--- config.mk ---
export PLATFORM = sky130hd
export DESIGN_NAME = uvf_handler
export DESIGN_NICKNAME = d
export VERILOG_FILES = /design/src/shared/uvf_pkg.sv /design/src/shared/uvf_tmr_if.sv /design/src/verilog/uvf_handler.sv /design/src/verilog/uvf_ms_timer.sv
export SDC_FILE = /design/constraint.sdc
export NUM_CORES = 1
export LEC_CHECK = 0
export BUFFER_PORTS_ARGS = -buffer_cell sky130_fd_sc_hd__buf_2
export CAP_MARGIN = 0
export CORE_ASPECT_RATIO = 1.25
export CORE_MARGIN = 8
export CORE_UTILIZATION = 55
export CTS_BUF_LIST = sky130_fd_sc_hd__clkbuf_4 sky130_fd_sc_hd__clkbuf_8
export CTS_CLUSTER_SIZE = 40
export DETAILED_ROUTE_END_ITERATION = 6
export GPL_TIMING_DRIVEN = 0
export PLACE_DENSITY = 0.85
export SLEW_MARGIN = 5
export SYNTH_ARGS = -nofsm -noshare
export SYNTH_HDL_FRONTEND = slang
export SYNTH_SLANG_ARGS = --single-unit
--- constraint.sdc ---
create_clock -name core_clk -period 2.5 [get_ports core_clk]
set_clock_uncertainty 0.2 [all_clocks]
set_input_delay 0.375 -clock core_clk [delete_from_list [all_inputs] [get_ports core_clk]]
set_output_delay 0.375 -clock core_clk [all_outputs]
set_load 0.05 [all_outputs]
--- src/shared/uvf_pkg.sv ---
`default_nettype none

package uvf_pkg;

  // ****************************************************************
  // Register command codes
  // ****************************************************************
  localparam logic [7:0] UVF_WARN_THRESHOLD_CMD = 8'h58;
  localparam logic [7:0] UVF_FAULT_THRESHOLD_CMD = 8'h59;
  localparam logic [7:0] UVF_FAULT_ACTION_CMD = 8'h5A;

  // ****************************************************************
  // Field layout
  // ****************************************************************
  localparam int UVF_EXP_MSB = 15;
  localparam int UVF_EXP_LSB = 11;
  localparam int UVF_MANT_MSB = 10;
  localparam int UVF_MANT_LSB = 0;
  localparam int UVF_ACT_RESP_MSB = 7;
  localparam int UVF_ACT_RESP_LSB = 6;
  localparam int UVF_ACT_RETRY_MSB = 5;
  localparam int UVF_ACT_RETRY_LSB = 3;
  localparam int UVF_ACT_DELAY_MSB = 2;
  localparam int UVF_ACT_DELAY_LSB = 0;

  // ****************************************************************
  // Reset values
  // ****************************************************************
  localparam logic [10:0] UVF_WARN_MANT_RST = 11'h000;
  localparam logic [10:0] UVF_FAULT_MANT_RST = 11'h000;
  localparam logic [7:0] UVF_ACTION_RST = 8'h00;

  // ****************************************************************
  // Response codes and retry coding
  // ****************************************************************
  localparam logic [1:0] UVF_RESP_IGNORE = 2'h0;
  localparam logic [1:0] UVF_RESP_DELAYED = 2'h1;
  localparam logic [1:0] UVF_RESP_RETRY = 2'h2;
  localparam logic [1:0] UVF_RESP_HOLD = 2'h3;
  localparam logic [2:0] UVF_RETRY_FOREVER = 3'h7;

  // ****************************************************************
  // Timing
  // ****************************************************************
  localparam int UVF_CLK_KHZ = 250000;
  localparam int UVF_DELAY1_BASE_MS = 10;
  localparam logic [11:0] UVF_DELAY2_MS [8] = '{
    12'd252, 12'd558, 12'd924, 12'd1260,
    12'd1596, 12'd1932, 12'd2268, 12'd2604
  };

  typedef enum logic [4:0] {
    UVF_RUN = 5'b00001,
    UVF_DELAY = 5'b00010,
    UVF_OFF_WAIT = 5'b00100,
    UVF_HOLD = 5'b01000,
    UVF_LATCHED = 5'b10000
  } uvf_state_t;

endpackage : uvf_pkg

`default_nettype wire

--- src/shared/uvf_tmr_if.sv ---
`default_nettype none

interface uvf_tmr_if;
  logic start;
  logic [11:0] ms;
  logic done;
  modport ctl (output start, output ms, input done);
  modport tmr (input start, input ms, output done);
endinterface : uvf_tmr_if

`default_nettype wire

--- src/verilog/uvf_handler.sv ---
`default_nettype none

module uvf_handler
  import uvf_pkg::*;
#(
  parameter int TICK_CYCLES = UVF_CLK_KHZ
)
(
  input wire logic core_clk,
  input wire logic rst,
  input wire logic [7:0] reg_cmd,
  input wire logic reg_wr_en,
  input wire logic [15:0] reg_wdata,
  input wire logic reg_rd_en,
  output logic [15:0] reg_rdata,
  input wire logic [10:0] input_voltage,
  input wire logic [2:0] exponent_code,
  input wire logic bias_ok,
  output logic output_enable,
  output logic input_low_warning,
  output logic input_low_fault,
  output logic fault_latched
);

  // ****************************************************************
  // Helpers
  // ****************************************************************

  function automatic logic below(input logic [10:0] meas,
                                 input logic [10:0] limit);
    below = meas < limit;
  endfunction : below

  function automatic logic [15:0] threshold_word(input logic [2:0] expo,
                                                 input logic [10:0] mant);
    threshold_word = {2'b00, expo, mant};
  endfunction : threshold_word

  function automatic logic [11:0] delay1_ms(input logic [2:0] code);
    delay1_ms = 12'(UVF_DELAY1_BASE_MS) << code;
  endfunction : delay1_ms

  // ****************************************************************
  // Registers
  // ****************************************************************
  logic [10:0] input_low_warning_threshold;
  logic [10:0] input_low_fault_threshold;
  logic [7:0] input_low_fault_action;

  always_ff @(posedge core_clk)
  begin
    if (rst)
    begin
      input_low_warning_threshold <= UVF_WARN_MANT_RST;
      input_low_fault_threshold <= UVF_FAULT_MANT_RST;
      input_low_fault_action <= UVF_ACTION_RST;
    end
    else if (reg_wr_en)
    begin
      if (reg_cmd == UVF_WARN_THRESHOLD_CMD)
      begin
        input_low_warning_threshold <= reg_wdata[UVF_MANT_MSB:UVF_MANT_LSB];
      end
      else if (reg_cmd == UVF_FAULT_THRESHOLD_CMD)
      begin
        input_low_fault_threshold <= reg_wdata[UVF_MANT_MSB:UVF_MANT_LSB];
      end
      else if (reg_cmd == UVF_FAULT_ACTION_CMD)
      begin
        input_low_fault_action <= reg_wdata[7:0];
      end
    end
  end

  always_ff @(posedge core_clk)
  begin
    if (rst)
    begin
      reg_rdata <= 16'h0000;
    end
    else if (reg_rd_en)
    begin
      if (reg_cmd == UVF_WARN_THRESHOLD_CMD)
      begin
        reg_rdata <= threshold_word(exponent_code,
                                    input_low_warning_threshold);
      end
      else if (reg_cmd == UVF_FAULT_THRESHOLD_CMD)
      begin
        reg_rdata <= threshold_word(exponent_code,
                                    input_low_fault_threshold);
      end
      else if (reg_cmd == UVF_FAULT_ACTION_CMD)
      begin
        reg_rdata <= {8'h00, input_low_fault_action};
      end
      else
      begin
        reg_rdata <= 16'h0000;
      end
    end
  end

  logic [1:0] resp;
  logic [2:0] retry_code;
  logic [2:0] delay_code;
  assign resp = input_low_fault_action[UVF_ACT_RESP_MSB:UVF_ACT_RESP_LSB];
  assign retry_code =
    input_low_fault_action[UVF_ACT_RETRY_MSB:UVF_ACT_RETRY_LSB];
  assign delay_code =
    input_low_fault_action[UVF_ACT_DELAY_MSB:UVF_ACT_DELAY_LSB];

  // ****************************************************************
  // Comparators and bias synchroniser
  // ****************************************************************

  always_ff @(posedge core_clk)
  begin
    if (rst)
    begin
      input_low_warning <= 1'b0;
      input_low_fault <= 1'b0;
    end
    else
    begin
      input_low_warning <= below(input_voltage,
                                 input_low_warning_threshold);
      input_low_fault <= below(input_voltage, input_low_fault_threshold);
    end
  end

  // The bias good pin is asynchronous; only the second stage is used.
  logic bias_meta;
  logic bias_sync;
  always_ff @(posedge core_clk)
  begin
    if (rst)
    begin
      bias_meta <= 1'b1;
      bias_sync <= 1'b1;
    end
    else
    begin
      bias_meta <= bias_ok;
      bias_sync <= bias_meta;
    end
  end

  // ****************************************************************
  // Response sequencer
  // ****************************************************************
  uvf_tmr_if tmr ();

  uvf_ms_timer #(.TICK_CYCLES(TICK_CYCLES)) u_timer (
    .core_clk(core_clk),
    .rst(rst),
    .tmr(tmr)
  );

  uvf_state_t state;
  uvf_state_t next_state;
  logic [2:0] attempts_left;
  logic next_load_attempts;
  logic next_use_attempt;
  logic next_start;
  logic [11:0] next_ms;

  always_comb
  begin
    next_state = state;
    next_load_attempts = 1'b0;
    next_use_attempt = 1'b0;
    next_start = 1'b0;
    next_ms = 12'h000;
    case (state)
      UVF_RUN:
      begin
        if (input_low_fault)
        begin
          if (resp == UVF_RESP_DELAYED)
          begin
            next_state = UVF_DELAY;
            next_start = 1'b1;
            next_ms = delay1_ms(delay_code);
          end
          else if (resp == UVF_RESP_RETRY)
          begin
            next_load_attempts = 1'b1;
          end
          else if (resp == UVF_RESP_HOLD)
          begin
            next_state = UVF_HOLD;
          end
        end
      end
      UVF_DELAY:
      begin
        if (!input_low_fault)
        begin
          next_state = UVF_RUN;
        end
        else if (tmr.done)
        begin
          next_load_attempts = 1'b1;
        end
      end
      UVF_OFF_WAIT:
      begin
        if (tmr.done)
        begin
          if (!input_low_fault)
          begin
            next_state = UVF_RUN;
          end
          else if (retry_code == UVF_RETRY_FOREVER || attempts_left > 3'h1)
          begin
            next_use_attempt = 1'b1;
            next_start = 1'b1;
            next_ms = UVF_DELAY2_MS[delay_code];
          end
          else
          begin
            next_state = UVF_LATCHED;
          end
        end
      end
      UVF_HOLD:
      begin
        if (!input_low_fault)
        begin
          next_state = UVF_RUN;
        end
      end
      UVF_LATCHED:
      begin
        next_state = UVF_LATCHED;
      end
      default:
      begin
        next_state = UVF_RUN;
      end
    endcase
    // A shutdown waits out delay two, or latches when no retry is allowed.
    if (next_load_attempts)
    begin
      next_state = UVF_LATCHED;
      if (retry_code != 3'h0)
      begin
        next_state = UVF_OFF_WAIT;
        next_start = 1'b1;
        next_ms = UVF_DELAY2_MS[delay_code];
      end
    end
  end

  assign tmr.start = next_start;
  assign tmr.ms = next_ms;

  always_ff @(posedge core_clk)
  begin
    if (rst || !bias_sync)
    begin
      state <= UVF_RUN;
    end
    else
    begin
      state <= next_state;
    end
  end

  always_ff @(posedge core_clk)
  begin
    if (rst)
    begin
      attempts_left <= 3'h0;
    end
    else if (next_load_attempts)
    begin
      attempts_left <= retry_code;
    end
    else if (next_use_attempt && retry_code != UVF_RETRY_FOREVER)
    begin
      attempts_left <= attempts_left - 3'h1;
    end
  end

  // The output follows the next state so it drops the edge after the cause.
  always_ff @(posedge core_clk)
  begin
    if (rst || !bias_sync)
    begin
      output_enable <= 1'b1;
      fault_latched <= 1'b0;
    end
    else
    begin
      output_enable <= (next_state == UVF_RUN) || (next_state == UVF_DELAY);
      fault_latched <= next_state == UVF_LATCHED;
    end
  end

endmodule : uvf_handler

`default_nettype wire

--- src/verilog/uvf_ms_timer.sv ---
`default_nettype none

module uvf_ms_timer
  import uvf_pkg::*;
#(
  parameter int TICK_CYCLES = UVF_CLK_KHZ
)
(
  input wire logic core_clk,
  input wire logic rst,
  uvf_tmr_if.tmr tmr
);

  logic running;
  logic [11:0] ms_left;
  logic [31:0] presc;
  logic done_q;

  // A new start always reloads, so a stale countdown never leaks through.
  always_ff @(posedge core_clk)
  begin
    if (rst)
    begin
      running <= 1'b0;
      ms_left <= 12'h000;
      presc <= 32'h0000_0000;
      done_q <= 1'b0;
    end
    else if (tmr.start)
    begin
      running <= 1'b1;
      ms_left <= tmr.ms;
      presc <= 32'h0000_0000;
      done_q <= 1'b0;
    end
    else
    begin
      done_q <= 1'b0;
      if (running)
      begin
        if (presc == 32'(TICK_CYCLES - 1))
        begin
          presc <= 32'h0000_0000;
          if (ms_left <= 12'h001)
          begin
            running <= 1'b0;
            done_q <= 1'b1;
          end
          else
          begin
            ms_left <= ms_left - 12'h001;
          end
        end
        else
        begin
          presc <= presc + 32'h0000_0001;
        end
      end
    end
  end

  assign tmr.done = done_q;

endmodule : uvf_ms_timer

`default_nettype wire
## Word-level counts from Yosys, hierarchy flattened

Memories as Yosys holds them, arrays and structs flattened.
Cells that the tools add are included.

- Add/sub/neg operators: 3
- Shift-type cells: 1
- Reductions and logical operators: 16
- Mux-type cells: 51
- Magnitude comparators: 5
- Eq/ne operators: 18
- Bitwise logic cells: 5

Operators by type and width:

| operator | count |
|---|---|
| 2-to-1 mux 12 bit | 13 |
| 2-to-1 mux 5 bit | 10 |
| adder 32 x 1 -> 32 bit, second input constant | 1 |
| == test 32 x 18 -> 1 bit, second input constant | 1 |
| 2-to-1 mux 32 bit | 1 |
| 2-to-1 mux 14 bit | 2 |
| == test 8 x 7 -> 1 bit, second input constant | 3 |
| one-hot mux 12 bit (2 select lines) | 1 |
| < comparator 11 bit | 2 |
| one-hot mux 5 bit (4 select lines) | 1 |
| 2-to-1 mux 1 bit | 18 |
| <= comparator 12 x 1 -> 1 bit, second input constant | 1 |
| left shift 4 x 3 -> 12 bit, first input constant | 1 |
| subtractor 12 x 1 -> 12 bit, second input constant | 1 |
| == test 5 x 1 -> 1 bit, second input constant | 2 |
| == test 5 x 2 -> 1 bit, second input constant | 2 |
| == test 5 bit, second input constant | 2 |
| 2-to-1 mux 8 bit | 1 |
| 2-to-1 mux 3 bit | 2 |
| AND reduction 3 bit | 2 |
| nonzero test 2 bit | 3 |
| == test 5 x 3 -> 1 bit, second input constant | 1 |
| == test 5 x 4 -> 1 bit, second input constant | 1 |
| == test 2 bit, second input constant | 2 |
| other kinds (18) | 25 |

- Memory bits (read-only): 96
- Memories: 1
- Output and inout port bits: 20
- Bits in registers: 106

Memories:

| name | words | width | read ports | clocked after memory_dff | wr ports | line | RTL |
|---|---|---|---|---|---|---|---|
| (no name shown) | 8 | 12 | 1 | 0 | 0 | uvf_handler.sv:251 | `next_ms = UVF_DELAY2_MS[delay_code];` |

## Depth between registers and ports, before layout

Gate-level depths: netlist of the first run.

- Depth in word-level cells: 11
- Mapped depth: 9
- Mapped depth without buffers: 8

## Hierarchy

Synthesis of the first run repeated with hierarchy kept, for this count alone.

- Cell total of the unflattened synthesis: 684
- Area total of the unflattened synthesis: 5843.1 um^2

By module, submodules not included:

| module | cells each | instances | area each (um^2) | seq. area each (um^2) |
|---|---|---|---|---|
| uvf_handler | 401 | 1 | 3390.8 | 1161.1 |
| uvf_ms_timer | 283 | 1 | 2452.4 | 920.9 |

## Worst setup path after synthesis of the first run

No wires, ideal clock.

- Path kind: register to register
- Start: register u_timer.presc[0]
- End: register u_timer.ms_left[6]
- Stages on the path, launching flop included: 9
- Setup time: 130 ps
- Period minus slack after synthesis: 2477 ps
- Path slack: 23 ps
- Arrival: 2147 ps
- Cells stage by stage: dfxtp_1 -> ha_1 -> and4b_1 -> nand4_1 -> or4_1 -> buf_2 -> or4b_1 -> a311oi_1 -> nor3_1

- Cells in the longest elaborated chain, start to end: 3

RTL lines:

| item | line | RTL |
|---|---|---|
| from (decl) | uvf_ms_timer.sv:16 | `logic [31:0] presc;` |
| from (signal assigned) | uvf_ms_timer.sv:56 | `presc <= presc + 32'h0000_0001;` |
| == test 32 x 18 -> 1 bit | uvf_ms_timer.sv:41 | `if (presc == 32'(TICK_CYCLES - 1))` |
| nonzero test 2 bit (no line) | n/a |  |
| AND reduction 3 bit (no line) | n/a |  |
| to (signal assigned) | uvf_ms_timer.sv:32 | `ms_left <= tmr.ms;` |
| to (signal assigned) | uvf_ms_timer.sv:51 | `ms_left <= ms_left - 12'h001;` |
| to (decl) | uvf_ms_timer.sv:15 | `logic [11:0] ms_left;` |

Every way passes these cells.
A chain may end at the register's enable or synchronous reset.

## Final worst setup path of the first run

- Start: register u_timer.ms_left[4]
- End: register u_timer.ms_left[9]

- Cells in the longest elaborated chain, start to end: 5
- Elaborated cells between the ends (all ways): 8
- Those cells by class: add/sub (1); order compare (1); eq/ne (1); mux (4); reduce/logical (1)

RTL lines:

| item | line | RTL |
|---|---|---|
| subtractor 12 x 1 -> 12 bit | uvf_ms_timer.sv:51 |  |
| 2-to-1 mux 12 bit | uvf_ms_timer.sv:44 | `if (ms_left <= 12'h001)` |
| 2-to-1 mux 12 bit | uvf_ms_timer.sv:41 |  |
| 2-to-1 mux 12 bit | uvf_ms_timer.sv:39 | `if (running)` |
| 2-to-1 mux 12 bit | uvf_ms_timer.sv:29 | `else if (tmr.start)` |

Parallel ways exist; a longest one is shown, timed or not. The select of a mux whose other input is x is not followed.

==> results of run 1 <==
-- layout make-up --
type                            instances  area share
Tap cell                              129      0.0244
Sequential cell                       104       0.319
Clock inverter                          7      0.0117
Multi-Input combinational cell        517       0.518
Timing Repair Buffer                   68      0.0585
Inverter                               43      0.0244
Clock buffer                            9      0.0188
Buffer                                 34      0.0252
-- worst max path at each step --
stage	cells after the start	from	end	slack, ps
after CTS	8	u_timer.presc[0]$_SDFFE_PP0P_	u_timer.ms_left[6]$_SDFFE_PP0P_	-80
after detailed placement	8	u_timer.presc[5]$_SDFFE_PP0P_	u_timer.ms_left[6]$_SDFFE_PP0P_	-230
final	6	u_timer.ms_left[4]$_SDFFE_PP0P_	u_timer.ms_left[9]$_SDFFE_PP0P_	-110
after global routing	6	u_timer.ms_left[5]$_SDFFE_PP0P_	u_timer.ms_left[9]$_SDFFE_PP0P_	-200
after global placement	8	u_timer.presc[0]$_SDFFE_PP0P_	u_timer.ms_left[6]$_SDFFE_PP0P_	-220
after floorplan	8	u_timer.presc[0]$_SDFFE_PP0P_	u_timer.ms_left[6]$_SDFFE_PP0P_	20
-- critical path, stage by stage, from the launching register on --
cell and delay [ps]:
dfxtp_2 380, or4_4 560, or2_2 310, nor2_1 160, or4b_4 490, a311oi_2 300
nor3_2 80
-- flip-flops by register name, summed over array words and instances (netlist names), 3 cells and up --
name,cells
attempts_left,3
input_low_fault_action,8
input_low_fault_threshold,11
input_low_warning_threshold,11
reg_rdata,14
state,5
u_timer.ms_left,12
u_timer.presc,32
-- repair_timing --
| action | CTS | global route |
|---|---|---|
| setup endpoints to repair | 40 | 41 |
| endpoints found under the hold margin | 1 | 0 |
| setup buffers | 10 | 5 |
| resized for setup | 35 | 28 |
| pin swaps | 6 | 13 |
| hold buffers | 1 | 0 |
-- synth_stat cells (11+ instances only) --
cell and number:
o21ai_0 17, nor3_1 23, inv_1 43, clkbuf_1 25, nand3_1 49, nand2_1 66
a211oi_1 16, mux2i_1 13, a21oi_1 47, nor4_1 11, ha_1 29, xnor2_1 21
xor2_1 16, dfxtp_1 104, nand4_1 16, nor2_1 85
-- where the power goes --
group	total [mW]	switching (mW)	internal [mW]
registers	1.67	0.00623	1.66
clock network	1.08	0.603	0.474
logic	0.215	0.143	0.0712
-- per-layer routing --
layer,routed length [um],up-vias,GRT usage
met1,5790,2566,0.227
met4,668,0,0.141
li1,-,2633,-
met2,7730,243,0.392
met5,0,-,0
met3,953,62,0.0338
-- stage by stage --
step | power (mW) | util | setup TNS [ps] | cells
floorplan | 1.84 | - | 0 | 699
global placement | 1.91 | 0.602 | -4240 | 880
detailed placement | 1.92 | 0.602 | -5810 | 880
CTS | 2.97 | 0.642 | -157 | 906
global route | 3.06 | 0.657 | -466 | 911
finish | 2.96 | 0.657 | -185 | 911
-- kinds of logic after synthesis --
kind of cell | count (synthesis)
and+or+nand+nor | 304
AOI/OAI and AO/OA | 132
DFF | 104
buffers and inverters | 78
xor gates and xnor gates | 37
adders and majority gates | 29
muxes | 13
other | 1
==> impl_metrics.csv, run 1 <==
group,metric,value,unit
cells_and_area,finish.instance_area,6610,um2
global_routing,grt-ovfl-total,0,
sta,slew_headroom,0.462,
cells_and_area,fill_cells,831,
clock_tree,insertion_delay,380,ps
routing,routed_wl,15100,um
global_routing,grt_max_degree,19,
yosys,ys_warn_count,0,
cells_and_area,final_cell_mix,"dfxtp_1 (91), nor2_1 (84), nand2_1 (65)",
placement,pre_cts_ws,-231,ps
cells_and_area,nets,849,
sta,max_slew.worst_pin.slew,807,ps
setup_path,reg2regPathDepth,6,
yosys,synthTopCellsByArea,"dfxtp_1 (37%), ha_1 (6.4%), nor2_1 (5.7%)",
cells_and_area,syn_to_final_growth,17.4,%
yosys,synth_largest_area_cell,"dfxtp_1",
floorplan,num_rows,41,
worst_hold_path,min_delay_path_depth,3,
routing,post_drt_wl_per_cell,16.6,um
routing,num_vias,5504,
floorplan,initial_core_util,0.560,
setup_path,required,2540,ps
setup_path,regToRegStartpoint,"u_timer.ms_left[4]$_SDFFE_PP0P_",
floorplan,coreArea,10100,um2
sta,fin_crit_sh,1.05,
sta,drv_slew,0,
yosys,ys_seq_area_frac,0.370,
sta,rsz0062_at_grt,"yes",
global_routing,grt_use_total,0.216,
setup_path,cp-start-kind,"flop",
clock_tree,h-tree-depth,3,
sta,finalHoldViolCount,0,
floorplan,die_height,129,um
yosys,ys_types,62,
floorplan,die_area,13700,um2
yosys,synth_top_family_by_area,"simple AND/OR/NAND/NOR gates",
clock_tree,cts.clk_slew.worst_paths,100,ps
clock_tree,clkSinkCount,104,
routing,first_iter_violations,462,
yosys,synth-simple-area-share,0.275,
sta,fin_ws,-115,ps
yosys,synth_area_per_cell,8.06,um2
yosys,synth_compound_area_frac,0.154,
worst_hold_path,min_to,"input_low_warning_threshold[10]$_SDFFE_PP0P_",
setup_path,r2r_slack,-110,ps
clock_tree,tritoncts,"built",
power_and_ir_drop,vdd_drop_max,310,uV
placement,place_congestion,0.915,
yosys,synth_top_area_share,0.370,
floorplan,dieWidth,106,um
setup_path,crit_arrival,2660,ps
clock_tree,clock_tree.root_cell,"clkbuf_8",
setup_path,path_class,"flop to flop",
yosys,synthArstFlopShare,0,
routing,via_per_inst,6.04,
worst_hold_path,worstHoldPathType,"input port to flop",
routing,drc_errors,0,
yosys,synthMuxAreaShare,0.0231,
global_routing,antenna_found_initial,0,
cells_and_area,mostFrequentLayoutCell,"dfxtp_1",
yosys,netlist_instances,698,
outcome,failed_checks,"setup timing",
routing,postRouteAntennaNets,0,
clock_tree,clock_path_buffers,2,
cells_and_area,sequential_cell_area,2110,um2
sta,setup_viol,2,
global_routing,first_global_vias,5429,
cells_and_area,num_antenna_cells,0,
routing,first_pass_iters,5,
yosys,ys_ff_latch,104,
yosys,synthAdderAreaFrac,0.0645,
setup_path,cp-end-kind,"flop",
outcome,run_status,"finished, violations left",
power_and_ir_drop,leakage,2.48,nW
clock_tree,cts_made_buffers,9,
yosys,synth_xor_area_frac,0.0576,
cells_and_area,multi_input_area,3420,um2
setup_path,cp_max_fo,7,
placement,port_buffers,52,
yosys,synth_area,5630,um2
power_and_ir_drop,pwr_density_cell,448,nW/um2
floorplan,io_pins,63,
worst_hold_path,min_from,"reg_wdata[10]",
cells_and_area,drive_gt1_frac,0.189,
placement,dp_hpwl,11000,um
placement,place_area,6050,um2
run,max_cap_viol_count,0,
yosys,synthFlopType,"dfxtp_1",
sta,min_period,2610,ps
global_routing,grt_pass1_wl,24600,um
yosys,synth_edf_count,0,
sta,hold_ws,54.9,ps
setup_path,r2r-end,"u_timer.ms_left[9]$_SDFFE_PP0P_",
sta,fmax,0.382,GHz
Power figures use the tool's default switching activity.
==> inputs of run 2 (changes only) <==
- ABC_AREA: unset -> 1
- CELL_PAD_IN_SITES_DETAIL_PLACEMENT: unset -> 0
- CELL_PAD_IN_SITES_GLOBAL_PLACEMENT: unset -> 1
- CORE_UTILIZATION: 55 -> 40
==> run 2 against run 1 <==
Net effect: the run now ends clean; sequential share of layout area decreased by 2.4 points; hold slack got worse by 28 ps; power increased by 0.80%; wire length increased by 19%; utilization decreased by 20 points; die area increased by 46%; clock power about the same; critical path type unchanged; final area increased by 6.7%; setup slack improved by 400 ps; combinational power increased by 16%; highest routed layer unchanged; register-to-register slack improved by 400 ps.
==> impl_metrics.csv, run 2 <==
group,metric,value,unit
cells_and_area,num_antenna_cells,0,
yosys,ys_seq_area_frac,0.331,
floorplan,die_height,156,um
setup_path,cp-start-kind,"flop",
placement,dp_hpwl,14400,um
power_and_ir_drop,pwr_density_cell,423,nW/um2
yosys,synth_top_area_share,0.331,
cells_and_area,nets,1070,
placement,pre_cts_ws,319,ps
setup_path,r2r-end,"u_timer.ms_left[8]$_SDFFE_PP0P_",
floorplan,num_rows,51,
routing,post_drt_wl_per_cell,14.9,um
cells_and_area,reg_top3,"u_timer.presc x32, reg_rdata x14, u_timer.ms_left x12",
yosys,ys_ff_latch,104,
sta,setup_viol,0,
clock_tree,h-tree-depth,3,
placement,port_buffers,54,
worst_hold_path,worstHoldPathType,"input port to flop",
yosys,synth_edf_count,0,
floorplan,io_pins,63,
routing,num_vias,6182,
yosys,ys_types,52,
clock_tree,clkSinkCount,104,
global_routing,antenna_found_initial,0,
global_routing,grt_max_degree,20,
floorplan,coreArea,15500,um2
power_and_ir_drop,pwr-share-seq,0.564,
yosys,synthArstFlopShare,0,
worst_hold_path,min_to,"input_low_fault_threshold[8]$_SDFFE_PP0P_",
sta,timing.setup.tns,0,ps
cells_and_area,sequential_cell_area,2080,um2
sta,rsz0062_at_grt,"no",
power_and_ir_drop,p_switching,0.851,mW
clock_tree,clock_tree.root_cell,"clkbuf_8",
power_and_ir_drop,p_clk_frac,0.353,
power_and_ir_drop,leakage,2.87,nW
routing,via_per_inst,5.09,
sta,fin_ws,289,ps
setup_path,r2r_slack,290,ps
yosys,synth_area,6290,um2
floorplan,initial_core_util,0.406,
sta,min_period,2210,ps
global_routing,grt-ovfl-total,0,
setup_path,reg2regPathDepth,13,
yosys,synth_largest_area_cell,"dfxtp_1",
worst_hold_path,min_from,"reg_wdata[8]",
floorplan,dieWidth,128,um
clock_tree,cts_made_buffers,9,
routing,wl_met1,7630,um
cells_and_area,fill_cells,1652,
setup_path,required,2620,ps
sta,slew_headroom,0.486,
routing,top_layer,"met4",
routing,first_pass_iters,5,
clock_tree,insertion_delay,400,ps
routing,first_iter_violations,383,
routing,drc_errors,0,
cells_and_area,final_cell_mix,"nand2_1 (186), nor2_1 (116), inv_1 (114)",
sta,drv_slew,0,
cells_and_area,top_register,"u_timer.presc",
cells_and_area,drive_gt1_frac,0.124,
setup_path,crit_arrival,2330,ps
power_and_ir_drop,total_power,2.98,mW
power_and_ir_drop,power_frac_comb,0.083,
clock_tree,cts.clk_slew.worst_paths,110,ps
yosys,ys_warn_count,0,
placement,place_congestion,0.863,
setup_path,regToRegStartpoint,"attempts_left[1]$_SDFFE_PP0P_",
setup_path,cp-end-kind,"flop",
worst_hold_path,min_delay_path_depth,3,
global_routing,first_global_vias,6095,
run,max_cap_viol_count,0,
yosys,yosysMostFrequentCell,"nand2_1",
yosys,synthTopCellsByArea,"dfxtp_1 (33%), nand2_1 (11%), nor2_1 (6.9%)",
clock_tree,tritoncts,"built",
routing,routed_wl,18100,um
yosys,synth_area_per_cell,6.77,um2
sta,fmax,0.452,GHz
outcome,run_status,"completed",
setup_path,path_class,"flop to flop",
clock_tree,post_cts_buffers,0,
cells_and_area,largest_reg_flops,32,
power_and_ir_drop,vdd_drop_max,279,uV
setup_path,cp_max_fo,10,
routing,postRouteAntennaNets,0,
yosys,synthFlopType,"dfxtp_1",
routing,route.met2.wl,9210,um
cells_and_area,syn_to_final_growth,12.0,%
sta,fin_crit_sh,0.884,
floorplan,die_area,20000,um2
yosys,netlist_instances,929,
clock_tree,clock_path_buffers,2,
yosys,ys_top_cells_by_count,"nand2_1 (186), nor2_1 (116), inv_1 (114)",
sta,max_slew.worst_pin.slew,771,ps
power_and_ir_drop,p_sw_frac,0.285,
routing,wl_met3,797,um
cells_and_area,mostFrequentLayoutCell,"nand2_1",
power_and_ir_drop,internal-power,2.13,mW
global_routing,grt_use_total,0.187,
global_routing,grt_pass1_wl,29800,um
cells_and_area,multi_input_area,3630,um2
sta,finalHoldViolCount,0,
==> run 2: cell count changes in the layout (fill, tap and decap cells not counted), moves of 32 or more <==
cell     delta
nor2_1     +32
o21ai_0    +46
inv_1      +71
nand2_1   +121
==> run 2: cell type report <==
class,instances,share of cell area
clock buffer,9,0.0176
sequential,104,0.295
clock inverter,7,0.00905
timing repair buffer,57,0.0426
buffer,27,0.0185
tap,212,0.0376
multi-input combinational,677,0.514
inverter,122,0.0650
==> run 2: cells by family (layout without fill, tap and decap cells) <==
kind of cell	count (synthesis)	in the layout	share of synthesized area
compound gates	154	154	0.141
other cells	1	2	0.000596
simple gates	465	465	0.339
xor+xnor	27	27	0.0376
buf+inv	149	222	0.0934
fa+ha+maj	29	29	0.0577
flops	104	104	0.331
==> run 2: power by group through the flow <==
| stage | sequential [mW] | clock, mW | combinational [mW] |
|---|---|---|---|
| floorplan | 1.76 | 0 | 0.107 |
| global route | 1.68 | 1.15 | 0.275 |
| global placement | 1.72 | 0 | 0.245 |
| detailed placement | 1.72 | 0 | 0.246 |
| finish | 1.68 | 1.05 | 0.249 |
| CTS | 1.68 | 1.08 | 0.250 |
==> run 2: worst max-delay path by stage <==
stage | from | end | depth (start not counted)
2_1_floorplan | input_low_fault$_SDFF_PP0_ | u_timer.presc[22]$_SDFFE_PP0P_ | 10
3_3_place_gp | reg_cmd[5] | input_low_warning_threshold[9]$_SDFFE_PP0P_ | 10
3_5_place_dp | reg_cmd[5] | input_low_warning_threshold[9]$_SDFFE_PP0P_ | 10
4_1_cts | attempts_left[1]$_SDFFE_PP0P_ | u_timer.ms_left[8]$_SDFFE_PP0P_ | 13
5_1_grt | attempts_left[1]$_SDFFE_PP0P_ | u_timer.ms_left[8]$_SDFFE_PP0P_ | 13
6_report | attempts_left[1]$_SDFFE_PP0P_ | u_timer.ms_left[8]$_SDFFE_PP0P_ | 13
==> run 2: critical path, stage by stage, from the launching register on <==
cell	delay (ps)
dfxtp_1	350
inv_1	70
ha_1	170
o21bai_1	140
nand3b_1	140
clkbuf_1	390
nand3_1	140
nand2_1	80
inv_1	40
nand2_1	80
inv_1	50
nand2_1	90
nand2_1	60
a21oi_1	120
==> run 2: metrics by stage <==
step | utilization | hold WS, ps | instances | instance area [um2]
global placement | 0.441 | 190 | 1196 | 6830
global route | 0.455 | 17.1 | 1215 | 7050
CTS | 0.455 | 7.57 | 1215 | 7050
finish | 0.455 | 26.5 | 1215 | 7050
detailed placement | 0.441 | 214 | 1196 | 6830
floorplan | - | 189 | 930 | 6300
==> run 2: repair_timing <==
| item | CTS | global route |
|---|---|---|
| gates resized for setup | 0 | 0 |
| hold buffers | 3 | 0 |
| endpoints found under the hold margin | 3 | 0 |
==> run 2: routing by layer <==
layer / vias to the layer above / global-route usage
li1: 3188 / -
met1: 2817 / 0.205
met2: 148 / 0.344
met3: 29 / 0.0409
met4: 0 / 0.0687
met5: - / 0
==> inputs of run 3 (changes only) <==
- CORE_ASPECT_RATIO: 1.25 -> unset
- CTS_BUF_LIST: sky130_fd_sc_hd__clkbuf_4 sky130_fd_sc_hd__clkbuf_8 -> sky130_fd_sc_hd__clkbuf_8
==> run 3 against run 2 <==
Net effect: cell count increased by 0.16%; critical path depth decreased by 4; critical endpoint is now u_timer.ms_left[1]$_SDFFE_PP0P_; clock-buffer cell count unchanged; non-clock buffer count decreased by 2; via count increased by 0.36%; utilization decreased by 0.54 points; register-to-register slack improved by 80 ps; maximum frequency increased by 3.9%; final area decreased by 0.23%.
==> impl_metrics.csv, run 3 (synthesis gave the netlist of run 2 again) <==
group,metric,value,unit
cells_and_area,final_cells,1217,
sta,fin_crit_sh,0.851,
sta,timing.setup.tns,0,ps
clock_tree,post_cts_buffers,0,
setup_path,required,2630,ps
power_and_ir_drop,p_clk_frac,0.356,
floorplan,num_rows,46,
power_and_ir_drop,leakage,2.87,nW
power_and_ir_drop,total_power,3.00,mW
sta,rsz0062_at_grt,"no",
clock_tree,cts.clk_slew.worst_paths,120,ps
placement,place_congestion,0.875,
global_routing,grt_pass1_wl,29100,um
global_routing,grt-ovfl-total,0,
power_and_ir_drop,pwr-share-seq,0.561,
cells_and_area,num_antenna_cells,0,
cells_and_area,mostFrequentLayoutCell,"nand2_1",
routing,post_drt_wl_per_cell,14.4,um
power_and_ir_drop,power_frac_comb,0.083,
routing,via_per_inst,5.10,
clock_tree,post_cts_resized,0,
global_routing,grt_max_degree,20,
routing,num_vias,6204,
setup_path,cp-end-kind,"flop",
run,max_cap_viol_count,0,
setup_path,r2r_slack,370,ps
clock_tree,insertion_delay,410,ps
sta,min_period,2130,ps
routing,postRouteAntennaNets,0,
power_and_ir_drop,p_sw_frac,0.289,
global_routing,use_met3,0.0319,
cells_and_area,fin_util,0.449,
sta,drv_slew,0,
routing,drc_errors,0,
cells_and_area,largest_reg_flops,32,
global_routing,grt_most_used_layer,"met2",
clock_tree,clock_tree.root_cell,"clkbuf_8",
worst_hold_path,worstHoldPathType,"input port to flop",
placement,port_buffers,54,
sta,setup_viol,0,
sta,fmax,0.470,GHz
cells_and_area,syn_to_final_growth,11.8,%
floorplan,io_pins,63,
cells_and_area,fill_cells,1720,
cells_and_area,final_cell_mix,"nand2_1 (186), nor2_1 (116), inv_1 (114)",
clock_tree,clock_path_buffers,2,
power_and_ir_drop,p_switching,0.867,mW
cells_and_area,top_register,"u_timer.presc",
setup_path,cp-start-kind,"flop",
floorplan,die_height,141,um
setup_path,cp_max_fo,9,
global_routing,first_global_vias,5865,
sta,max_slew.worst_pin.slew,688,ps
cells_and_area,nets,1068,
global_routing,antenna_found_initial,0,
clock_tree,clkSinkCount,104,
routing,first_iter_violations,404,
power_and_ir_drop,internal-power,2.13,mW
placement,dp_hpwl,13600,um
sta,slew_headroom,0.541,
routing,routed_wl,17500,um
clock_tree,cts_made_buffers,9,
global_routing,grtUsageMet1,0.248,
placement,place_inst,1200,
floorplan,initial_core_util,0.402,
setup_path,crit_arrival,2260,ps
global_routing,met2_usage,0.270,
routing,first_pass_iters,5,
setup_path,path_class,"flop to flop",
floorplan,coreArea,15700,um2
clock_tree,tritoncts,"built",
cells_and_area,reg_top3,"u_timer.presc x32, reg_rdata x14, u_timer.ms_left x12",
cells_and_area,drive_gt1_frac,0.124,
outcome,run_status,"completed",
global_routing,grt_use_total,0.179,
power_and_ir_drop,vdd_drop_max,277,uV
floorplan,dieWidth,141,um
sta,finalHoldViolCount,0,
clock_tree,h-tree-depth,3,
floorplan,die_area,20000,um2
power_and_ir_drop,pwr_density_cell,426,nW/um2
run 3: per-layer routing:
metal | share of wire | up-vias
met1 | 0.51 | 2833
met4 | 0.021 | 0
li1 | - | 3180
met5 | 0 | -
met3 | 0.044 | 29
met2 | 0.43 | 162
run 3: repair_timing:
action,4_1_cts,5_1_grt
endpoints found under the setup margin,0,0
hold endpoints to repair,1,0
hold buffers,1,0
run 3: area by class of cell:
| type | instances | area (um2) | area share |
|---|---|---|---|
| Buffer | 27 | 130 | 0.0185 |
| Clock buffer | 9 | 124 | 0.0176 |
| Clock inverter | 7 | 62.6 | 0.00889 |
| Inverter | 122 | 458 | 0.0651 |
| Multi-Input combinational cell | 677 | 3630 | 0.516 |
| Sequential cell | 104 | 2080 | 0.296 |
| Tap cell | 216 | 270 | 0.0384 |
| Timing Repair Buffer | 55 | 280 | 0.0398 |
run 3: worst max-delay path: stages, from the launching register on:
cell and delay (ps):
dfxtp_1 400, ha_1 190, inv_1 40, nor2_1 240
nand4_1 130, nor2_1 220, nand3_1 200, nand2_2 210
nand2_1 90, a21oi_1 150
run 3: path summary, 6_finish.rpt:
| kind | startpoint | end | depth (start not counted) |
|---|---|---|---|
| worst max register to register | u_timer.presc[0]$_SDFFE_PP0P_ | u_timer.ms_left[1]$_SDFFE_PP0P_ | 9 |
| worst max-delay path | u_timer.presc[0]$_SDFFE_PP0P_ | u_timer.ms_left[1]$_SDFFE_PP0P_ | 9 |
| worst min register to register | bias_meta$_SDFF_PP1_ | bias_sync$_SDFF_PP1_ | 1 |
| worst min-delay path | reg_wdata[8] | input_low_fault_threshold[8]$_SDFFE_PP0P_ | 3 |
run 3: power groups by stage:
stage	Clock [mW]	Sequential [mW]	Combinational, mW
after floorplan	0	1.76	0.107
after global placement	0	1.72	0.245
after detailed placement	0	1.72	0.246
after CTS	1.09	1.68	0.248
after global routing	1.16	1.68	0.272
final	1.07	1.68	0.248
run 3: metrics by stage:
stage	cell area [um2]	setup slack (ps)	hold slack, ps
after floorplan	6300	461	189
after CTS	7030	367	1.20
final	7030	372	12.1
after global placement	6840	238	192
after detailed placement	6840	288	206
after global routing	7030	84.7	20.4
